`src/rtl/tiu_pkg.sv`:
```
// Shared constants and carriers for the trace and interrupt exception unit
package tiu_pkg;
   // Trace mode field: {high bit, low bit}
   localparam logic [1:0] TRACE_OFF  = 2'h0;
   localparam logic [1:0] TRACE_FLOW = 2'h1;
   localparam logic [1:0] TRACE_EACH = 2'h2;
   localparam logic [1:0] TRACE_RSVD = 2'h3;
   localparam logic [2:0] LEVEL_NONE = 3'h0;
   localparam logic [2:0] LEVEL_NMI  = 3'h7;
   localparam logic [3:0] IACK_SPACE_CODE = 4'hf;
   localparam logic [7:0] VEC_TRACE     = 8'h09;
   localparam logic [7:0] VEC_BKPT      = 8'h0c;
   localparam logic [7:0] VEC_SPURIOUS  = 8'h18;
   localparam logic [7:0] VEC_AUTO_BASE = 8'h18;

   typedef enum logic [1:0] {EK_TRACE, EK_IRQ, EK_BKPT} tiu_kind_t;

   // Exception request handed to the core's stacking sequencer
   typedef struct packed {
      logic       valid;
      tiu_kind_t  kind;
      logic [7:0] vector;
      logic [2:0] new_mask;
      logic       set_super;
      logic       clr_trace;
   } tiu_exc_t;

   // Completion report for one instruction
   typedef struct packed {
      logic done;
      logic nonseq;
      logic forced;
      logic halt;
      logic rte_fault;
   } tiu_insn_t;
endpackage

```
`src/rtl/tiu_unit.sv`:
```
// Trace and interrupt exception sequencing for the processor core
`timescale 1ns/1ps
// Behaviour
// - Two trace bits select off, flow, every
// - Flow mode traces only non-sequential PC updates
// - Every-instruction mode traces each completed instruction
// - Skipped or refused instructions never trace
// - Aborted instruction traces only after restart completes
// - Trace exception precedes pending interrupt
// - Forced exception precedes its trace exception
// - Trace exception precedes pending breakpoint
// - Trace: supervisor, clear trace bits, trace vector
// - Traced halt in every-instruction mode resumes, never stops
// - Return from fault handler is never traced
// - Levels above mask taken; seven unmaskable
// - Request valid after two stable clock periods
// - Level-seven edge latched until acknowledged
// - Requests pend; checked at instruction boundaries
// - Accept: supervisor, no trace, mask to level
// - Acknowledge cycle in special space, level on address
// - Autovector built from level
// - Bus error on acknowledge gives spurious vector
// - Stack vector, next PC, status; load vector
// - Level seven on rise or mask drop
module tiu_unit
   import tiu_pkg::*;
(
   input  wire logic       CLOCK,          // 250 MHz core clock
   input  wire logic       RESET_N,        // Synchronous reset
   input  wire logic [7:1] IRQ_N,          // Interrupt request lines, pins
   input  wire logic [1:0] SR_TRACE,       // Status trace bits
   input  wire logic [2:0] SR_MASK,        // Status priority mask
   input  wire logic       INSN_START,     // Instruction begins
   input  wire tiu_insn_t  INSN,           // Instruction completion report
   input  wire logic       INSN_CANCEL,    // Instruction skipped or aborted
   input  wire logic       EXC_END,        // Core finished an exception
   input  wire logic       BKPT_PEND,      // Breakpoint pending
   input  wire logic       IACK_DONE,      // Acknowledge cycle ended
   input  wire logic       IACK_AUTOVEC,   // Responder asks autovector
   input  wire logic       IACK_BERR,      // Acknowledge ended by bus error
   input  wire logic [7:0] IACK_DATA,      // Vector from responder
   output tiu_exc_t        EXC,            // Exception request to core
   output logic            IACK_REQ,       // Run acknowledge cycle
   output logic [3:0]      IACK_SPACE,     // Address space code
   output logic [2:0]      IACK_ADDR,      // Acknowledged level
   output logic            PROCEED,        // Next instruction may start
   output logic            HALT_INHIBIT,   // Halt must not stop
   output logic            TRACE_PENDING,  // Trace owed
   output logic [2:0]      IPEND_LEVEL     // Pending interrupt level
);

   typedef enum logic [2:0] {ST_RUN, ST_FORCED, ST_CHECK, ST_EXC, ST_IACK} tiu_state_t;

   tiu_state_t state;
   tiu_state_t next_state;

   logic [7:1] irq_s1;
   logic [7:1] irq_s2;
   logic [7:1] irq_s3;
   logic [7:1] irq_filt;
   logic [2:0] prev_level;
   logic [2:0] prev_mask;
   logic       nmi_pend;
   logic [1:0] tr_mode;
   logic       trace_pend;
   logic [2:0] iack_lvl;

   function automatic logic [2:0] tiu_encode(input logic [7:1] req);
      logic [2:0] lvl;
      lvl = LEVEL_NONE;
      for (int i = 1; i <= 7; i++) begin
         if (req[i]) begin
            lvl = 3'(i);
         end
      end
      return lvl;
   endfunction

   always_ff @(posedge CLOCK) begin
      if (!RESET_N) begin
         irq_s1   <= '1;
         irq_s2   <= '1;
         irq_s3   <= '1;
         irq_filt <= '1;
      end else begin
         irq_s1 <= IRQ_N;
         irq_s2 <= irq_s1;
         irq_s3 <= irq_s2;
         if (irq_s2 == irq_s3) begin
            irq_filt <= irq_s2;
         end
      end
   end

   wire [2:0] irq_level = tiu_encode(~irq_filt);
   wire       lvl7      = irq_level == LEVEL_NMI;

   // Rise to seven, or mask drop under held seven
   wire nmi_edge = lvl7 && (prev_level != LEVEL_NMI
                            || (prev_mask == LEVEL_NMI && SR_MASK != LEVEL_NMI));
   wire nmi_ack  = state == ST_IACK && IACK_DONE && iack_lvl == LEVEL_NMI;

   // Maskable levels must exceed the mask
   wire [2:0] mask_level = (!lvl7 && irq_level > SR_MASK) ? irq_level : LEVEL_NONE;
   wire [2:0] int_level  = nmi_pend ? LEVEL_NMI : mask_level;

   always_ff @(posedge CLOCK) begin
      if (!RESET_N) begin
         prev_level <= LEVEL_NONE;
         prev_mask  <= LEVEL_NONE;
         nmi_pend   <= 1'b0;
      end else begin
         prev_level <= irq_level;
         prev_mask  <= SR_MASK;
         // Edge held until its acknowledge; set wins
         nmi_pend   <= nmi_edge || (nmi_pend && !nmi_ack);
      end
   end

   // Reserved encoding decodes as no tracing
   wire flow_mode = tr_mode == TRACE_FLOW;
   wire each_mode = tr_mode == TRACE_EACH;

   // Flow mode needs a non-sequential update
   // Return from a fault handler is exempt
   wire trace_hit = INSN.done && !INSN.rte_fault
                    && ((flow_mode && INSN.nonseq) || each_mode);
   wire trace_ack = state == ST_EXC && EXC_END && EXC.kind == EK_TRACE;
   wire insn_ok   = state == ST_RUN && INSN.done;
   wire check_go  = state == ST_CHECK;

   always_ff @(posedge CLOCK) begin
      if (!RESET_N) begin
         tr_mode <= TRACE_OFF;
      // Mode sampled as each instruction starts
      end else if (INSN_START) begin
         tr_mode <= SR_TRACE;
      // Skipped or aborted work owes no trace
      end else if (INSN_CANCEL || INSN.done) begin
         tr_mode <= TRACE_OFF;
      end
   end

   // Each completion that meets the trace mode owes a trace
   // Abort cancels; restart resamples and traces later
   always_ff @(posedge CLOCK) begin
      if (!RESET_N) begin
         trace_pend <= 1'b0;
      end else begin
         trace_pend <= trace_hit || (trace_pend && !trace_ack);
      end
   end

   // Halt traced in every-instruction mode keeps running after its trace
   wire next_halt_inh = (INSN.done && INSN.halt && tr_mode[1] && !tr_mode[0])
                        || (HALT_INHIBIT && !trace_ack);

   // Boundary arbitration: trace, then interrupt, then breakpoint
   always_comb begin
      next_state = state;
      unique case (state)
         ST_RUN: begin
            if (INSN.done) begin
               // Forced exception runs before its trace
               next_state = INSN.forced ? ST_FORCED : ST_CHECK;
            end else if (EXC_END) begin
               next_state = ST_CHECK;
            end
         end
         ST_FORCED: begin
            if (EXC_END) begin
               next_state = ST_CHECK;
            end
         end
         ST_CHECK: begin
            // Trace first, interrupt waits a pass
            // Breakpoint only when nothing else owed
            if (trace_pend) begin
               next_state = ST_EXC;
            end else if (int_level != LEVEL_NONE) begin
               next_state = ST_IACK;
            end else if (BKPT_PEND) begin
               next_state = ST_EXC;
            end else begin
               next_state = ST_RUN;
            end
         end
         ST_EXC: begin
            if (EXC_END) begin
               next_state = ST_CHECK;
            end
         end
         ST_IACK: begin
            if (IACK_DONE) begin
               next_state = ST_EXC;
            end
         end
      endcase
   end

   wire [7:0] irq_vec = IACK_BERR    ? VEC_SPURIOUS :
                        IACK_AUTOVEC ? VEC_AUTO_BASE + {5'h00, iack_lvl} :
                                       IACK_DATA;

   // Checked before any interrupt, so trace is visible first
   wire       take_trace = check_go && trace_pend;
   wire       take_irq   = check_go && !trace_pend && int_level != LEVEL_NONE;
   wire       take_bkpt  = check_go && !trace_pend && int_level == LEVEL_NONE && BKPT_PEND;
   wire       irq_vec_in = state == ST_IACK && IACK_DONE;

   // Trace request: supervisor, trace bits cleared
   // Interrupt request: mask set to its level
   // Vector chosen here; core stacks and jumps
   tiu_exc_t next_exc;
   always_comb begin
      next_exc = EXC;
      if (take_trace) begin
         next_exc = '{1'b1, EK_TRACE, VEC_TRACE, SR_MASK, 1'b1, 1'b1};
      end else if (take_bkpt) begin
         next_exc = '{1'b1, EK_BKPT, VEC_BKPT, SR_MASK, 1'b1, 1'b1};
      end else if (irq_vec_in) begin
         next_exc = '{1'b1, EK_IRQ, irq_vec, iack_lvl, 1'b1, 1'b1};
      end else if (state == ST_EXC && EXC_END) begin
         next_exc.valid = 1'b0;
      end
   end

   always_ff @(posedge CLOCK) begin
      if (!RESET_N) begin
         state <= ST_RUN;
         EXC   <= '{1'b0, EK_TRACE, 8'h00, 3'h0, 1'b0, 1'b0};
      end else begin
         state <= next_state;
         EXC   <= next_exc;
      end
   end

   // Acknowledge in special space, level on address
   always_ff @(posedge CLOCK) begin
      if (!RESET_N) begin
         iack_lvl   <= LEVEL_NONE;
         IACK_REQ   <= 1'b0;
         IACK_ADDR  <= LEVEL_NONE;
         IACK_SPACE <= 4'h0;
      end else if (take_irq) begin
         iack_lvl   <= int_level;
         IACK_REQ   <= 1'b1;
         IACK_ADDR  <= int_level;
         IACK_SPACE <= IACK_SPACE_CODE;
      end else if (irq_vec_in) begin
         IACK_REQ   <= 1'b0;
         IACK_SPACE <= 4'h0;
      end
   end

   always_ff @(posedge CLOCK) begin
      if (!RESET_N) begin
         PROCEED       <= 1'b0;
         HALT_INHIBIT  <= 1'b0;
         TRACE_PENDING <= 1'b0;
         IPEND_LEVEL   <= LEVEL_NONE;
      end else begin
         PROCEED       <= check_go && next_state == ST_RUN;
         HALT_INHIBIT  <= next_halt_inh;
         TRACE_PENDING <= trace_hit || (trace_pend && !trace_ack);
         IPEND_LEVEL   <= int_level;
      end
   end
endmodule

```
`config.mk`:
```
export PLATFORM = sky130hd
export DESIGN_NAME = tiu_unit
export DESIGN_NICKNAME = d
export VERILOG_FILES = /design/src/rtl/tiu_pkg.sv /design/src/rtl/tiu_unit.sv
export SDC_FILE = /design/constraint.sdc
export NUM_CORES = 1
export LEC_CHECK = 0
export ABC_CLOCK_PERIOD_IN_PS = 4400
export BUFFER_PORTS_ARGS = -buffer_cell sky130_fd_sc_hd__buf_2
export CORE_MARGIN = 4
export CORE_UTILIZATION = 45
export CTS_CLUSTER_SIZE = 20
export DETAILED_ROUTE_END_ITERATION = 8
export PLACE_DENSITY_LB_ADDON = 0.08
export SETUP_SLACK_MARGIN = 0.3
export SYNTH_ARGS = -nofsm -noshare
export SYNTH_HDL_FRONTEND = slang
export SYNTH_SLANG_ARGS = --single-unit
```
`constraint.sdc`:
```
create_clock -name CLOCK -period 4.4 [get_ports CLOCK]
set_input_delay 1.32 -clock CLOCK [delete_from_list [all_inputs] [get_ports CLOCK]]
set_output_delay 1.32 -clock CLOCK [all_outputs]
set_load 0.01 [all_outputs]
```
==> reports/metrics.csv, run 1 <==
metric;value;unit
p_seq_frac;0.442;
io_pins;64;
ys.flop_type;dfxtp_1;
syn_avg_cell_area;9.14;um^2
avgViaCountPerCell;5.12;
drc;0;
cts_setup_buffers;0;
cts_hold_buf;0;
clkPwrFrac;0.349;
max_freq;337;MHz
hold_viol;0;
path_cells;buf_2, inv_1, ha_1, a211oi_1, nor2_1, a221o_1, a31oi_4, and2_1;
start_util;0.469;
yosys.cell_types.count;49;
hold_path_end;irq_s2[3]$_SDFF_PN1_;
die_x;84.2;um
root_buffer;clkbuf_8;
cts_max_path_buffers;2;
synth_seq_cells;65;
whs;0.408;ns
drt-initial-drc-count;159;
run_status;completed;
worst-setup-path-type;in -> reg;
synthTopCellsByArea;dfxtp_1 50%, nand2b_1 5.5%, a21oi_1 4.0%, nor2_1 4.0%, mux2i_1 3.8%;
max_stage_delay;0.53;ns
crit_path_end_kind;register;
drv_slew;0;
first_pass_iters;5;
finalSetupViolCount;0;
design_area;3160;um^2
min_period_over_period;0.675;
ir_drop;0.000219;V
instances_no_fill;420;
dpl.cell_count;404;
numClockSinks;65;
grt_pass1_wl;9350;um
switching_share;0.292;
r2r_cells;11;
synth.top_cell.area_share;0.498;
ant_nets;0;
fin_crit;2.97;ns
hpwl;4150;um
grt.total_usage;0.167;
final_nets;380;
dpl_cell_area;2930;um^2
crit_slowest_cell;a221o_1;
internal_power;0.00110;W
cts_tree;yes;
r2r-start;irq_filt[2]$_SDFFE_PN1N_;
die_y;84.2;um
grt_pass1_vias;1951;
coreArea;5570;um^2
cts_buffers;9;
antenna_found_initial;0;
cp.required;4.67;ns
hold_path.startpoint;irq_s1[3]$_SDFF_PN1_;
fp.dieArea;7090;um^2
max_cap_violations;0;
startpoint_type;input port;
power_switching;0.000454;W
fin_setup_tns;0;ns
comb_power_share;0.210;
synth_area;2620;um^2
synth_nets;323;
tightest_slew;0.740;ns
async_reset_ff_frac;0;
drive_above_1_share;0.244;
layout_commonest_cell;dfxtp_1;
leakage;1.40;nW
rrSetupSlack;1.61;ns
wl;5770;um
cp_max_fo;10;
num_rows;27;
min_path_type;reg -> reg;
synth_area_leader_cell;dfxtp_1;
final_cell_mix;65 x dfxtp_1, 63 x buf_2, 28 x nor2_1;
clkTransAtPathRegs;0.07;ns
ctsResizeCount;0;
r2r_end;state[0]$_SDFF_PN0_;
powerDensity;493;nW/um^2
ys_warn_count;0;
grt_setup_unrepaired;false;
htree_levels;3;
synth_edf_count;0;
crit_arrival;3.24;ns
gp_congestion;0.896;
syn_inst;286;
grt_max_degree;40;
n_antenna_cell;0;
io_buffers;63;
overflow;0;
vias;2152;
wl_per_cell;13.7;um
seq_area_frac_synth;0.498;
clk_latency;0.33;ns
maxSlewHeadroom;0.505;
finClkSkew;0.0134;ns
min_path_cells;1;
areaGrowthSynthToFinish;20.7;%
[power by group through the flow]
| stage | combinational (W) | clock, W | sequential (W) |
|---|---|---|---|
| after floorplan | 0.000237 | 0 | 0.000697 |
| after global placement | 0.000320 | 0 | 0.000701 |
| after detailed placement | 0.000326 | 0 | 0.000699 |
| after CTS | 0.000328 | 0.000557 | 0.000687 |
| after global routing | 0.000367 | 0.000579 | 0.000696 |
| final | 0.000326 | 0.000543 | 0.000687 |
[how the worst max path moves through the flow]
| stage | start | endpoint |
|---|---|---|
| finish | SR_MASK[1] | state[0]$_SDFF_PN0_ |
| global route | SR_MASK[1] | EXC[2]$_SDFFE_PN0P_ |
| CTS | SR_MASK[1] | state[0]$_SDFF_PN0_ |
| detailed placement | SR_MASK[1] | state[0]$_SDFF_PN0_ |
| global placement | SR_MASK[1] | EXC[9]$_SDFFE_PP0P_ |
| floorplan | SR_MASK[1] | state[0]$_SDFF_PN0_ |
[layout make-up]
| cell class | count | area, um^2 |
|---|---|---|
| Sequential cell | 65 | 1300 |
| Inverter | 9 | 33.8 |
| Timing Repair Buffer | 64 | 323 |
| Clock inverter | 3 | 46.3 |
| Tap cell | 72 | 90.1 |
| Multi-Input combinational cell | 194 | 1180 |
| Clock buffer | 13 | 179 |
| Fill cell | 530 | 2420 |
[per-stage QoR]
step	total power (W)	setup WS, ns	util
2_1_floorplan	0.000934	1.54	-
3_3_place_gp	0.00102	1.21	0.526
3_5_place_dp	0.00103	1.11	0.526
4_1_cts	0.00157	1.45	0.566
5_1_grt	0.00164	1.27	0.566
6_report	0.00156	1.43	0.566
[critical path, delay by kind of cell]
family                   cells  cell delay, ns
adder cells (fa/ha/maj)      1            0.31
buffers and inverters        2            0.16
AO/OA/AOI/OAI                3            1.14
AND/OR/NAND/NOR              2            0.33
[registers in the layout (all words and copies together) (netlist names)]
register / cells
state: 3
EXC: 15
HALT_INHIBIT: 1
PROCEED: 1
prev_level: 3
tr_mode: 2
TRACE_PENDING: 1
irq_s3: 7
IPEND_LEVEL: 3
irq_s1: 7
IACK_SPACE: 1
iack_lvl: 3
irq_s2: 7
irq_filt: 7
nmi_pend: 1
prev_mask: 3
[synth_stat cells (all sizes together), types with 5 or more instances]
cell,n
a21oi,21
a31oi,7
and2,5
buf,9
clkbuf,9
dfxtp,65
inv,9
mux2i,10
nand2,25
nand2b,23
nand3,13
nor2,29
o21ai,10
[routing by layer]
metal	global-route usage	part of all wire
met3	0.0481	0.067
met2	0.248	0.42
met1	0.223	0.50
met5	0	0
met4	0.0789	0.017
[kinds of logic (layout without fill, tap and decap cells)]
kind of cell | Yosys count | after routing | synth area share
simple gates | 117 | 117 | 0.234
buf+inv | 27 | 89 | 0.0498
mux | 10 | 10 | 0.0383
flops | 65 | 65 | 0.498
compound gates | 57 | 57 | 0.142
fa+ha+maj | 3 | 3 | 0.0144
xor+xnor | 7 | 7 | 0.0234
Note: power is estimated with default switching activity, not from simulation.
==> run 2: changes to the inputs <==
--- a/config.mk
+++ b/config.mk
@@ -5,7 +5,7 @@
 export SDC_FILE = /design/constraint.sdc
 export NUM_CORES = 1
 export LEC_CHECK = 0
-export ABC_CLOCK_PERIOD_IN_PS = 4400
+export ABC_CLOCK_PERIOD_IN_PS = 2700
 export BUFFER_PORTS_ARGS = -buffer_cell sky130_fd_sc_hd__buf_2
 export CORE_MARGIN = 4
 export CORE_UTILIZATION = 45
==> constraint.sdc (replaced) <==
create_clock -name CLOCK -period 2.7 [get_ports CLOCK]
set_input_delay 0.81 -clock CLOCK [delete_from_list [all_inputs] [get_ports CLOCK]]
set_output_delay 0.81 -clock CLOCK [all_outputs]
set_load 0.01 [all_outputs]
==> reports/metrics.csv, run 2 (synthesis results as in run 1) <==
metric;value;unit
max_freq;436;MHz
vias;2138;
fin_crit;2.30;ns
first_pass_iters;4;
wl_met3;427;um
worst-setup-path-type;reg -> reg;
rrSetupSlack;0.40;ns
dpl_cell_area;2960;um^2
crit_arrival;2.53;ns
grt_setup_unrepaired;false;
cts_tree;yes;
max_cap_violations;0;
drt-initial-drc-count;176;
overflow;0;
maxSlewHeadroom;0.625;
num_rows;27;
drive_above_1_share;0.279;
critical-path-top-delay-family;compound AO/OA/AOI/OAI gates;
startpoint_type;register;
min_path_type;reg -> reg;
grt_pass1_vias;1924;
die_x;84.2;um
final_nets;387;
cts_buffers;9;
cp.required;2.93;ns
cts_hold_buf;0;
clk_latency;0.34;ns
design_area;3200;um^2
numClockSinks;65;
min_period_over_period;0.850;
avgViaCountPerCell;5.01;
drv_slew;0;
wl_met1;2840;um
coreArea;5570;um^2
finClkSkew;0.00766;ns
wl_per_cell;13.5;um
antenna_found_initial;0;
top_register;EXC;
cts_max_path_buffers;2;
run_status;completed;
n_antenna_cell;0;
final_core_util;0.575;
whs;0.410;ns
fp.dieArea;7090;um^2
clkTransAtPathRegs;0.08;ns
cp_max_fo;4;
io_pins;64;
wl;5780;um
htree_levels;3;
grt_pass1_wl;9320;um
crit_path_end_kind;register;
finalSetupViolCount;0;
io_buffers;63;
root_buffer;clkbuf_8;
fin_setup_tns;0;ns
highest_layer;met4;
ir_drop;0.000376;V
cp_num_buf_inv;2;
grt_max_degree;25;
tightest_slew;0.563;ns
powerDensity;762;nW/um^2
start_util;0.469;
grt.total_usage;0.165;
areaGrowthSynthToFinish;22.5;%
wl_met2;2440;um
hold_viol;0;
crit_slowest_cell;dfxtp_2;
path_cells;nor2b_1, o21ai_1, nand2_1, a21boi_2, ha_1, inv_1, a211oi_2, nor3_2, buf_4, or3_4, a22o_1, o311a_1;
largest_reg_flops;15;
drc;0;
ant_nets;0;
hpwl;4060;um
gp_congestion;0.904;
final_cell_mix;63 x dfxtp_1, 63 x buf_2, 27 x nor2_1;
die_y;84.2;um
leakage;1.42;nW
max_stage_delay;0.34;ns
## run 2: cell count changes in the layout (fill, tap and decap cells not counted), sizes merged
cell and delta:
buf +6, clkinvlp +1, clkbuf -4, inv +4, bufinv -1, a221o +1
## run 2: routing by layer
metal | vias to the layer above | track usage
met1 | 950 | 0.232
li1 | 1117 | -
met2 | 66 | 0.225
met3 | 5 | 0.0471
met4 | 0 | 0.0877
met5 | - | 0
## run 2: final cells by class
type	instances	area (um^2)
clock inverter	7	61.3
inverter	9	33.8
timing repair buffer	70	368
multi-input combinational	195	1220
sequential	65	1300
tap	72	90.1
clock buffer	9	124
fill	529	2370
## run 2: through the flow
stage	worst slack [ns]	power [W]	std cells
2_1_floorplan	0.351	0.00152	286
3_3_place_gp	0.0871	0.00167	408
3_5_place_dp	0.0614	0.00167	408
4_1_cts	0.345	0.00244	424
5_1_grt	0.221	0.00259	427
6_report	0.404	0.00244	427
## run 2: repair_timing
action	CTS	global route
pin swaps	1	4
setup buffers	0	2
endpoints found under the setup margin	17	18
gates resized for setup	3	8
gates cloned	0	1
endpoints found under the hold margin	0	0
## run 2: path summary, 6_finish.rpt
check                            from                    to  depth (start not counted)
max          irq_filt[2]$_SDFFE_PN1N_   EXC[5]$_SDFFE_PN0P_                         12
min              irq_s1[7]$_SDFF_PN1_  irq_s2[7]$_SDFF_PN1_                          1
max reg2reg  irq_filt[2]$_SDFFE_PN1N_   EXC[5]$_SDFFE_PN0P_                         12
min reg2reg      irq_s1[7]$_SDFF_PN1_  irq_s2[7]$_SDFF_PN1_                          1
## run 2: report_power, final
part           internal [W]  switching (W)
Sequential          0.00105      0.0000691
Clock              0.000350       0.000417
Combinational      0.000240       0.000318
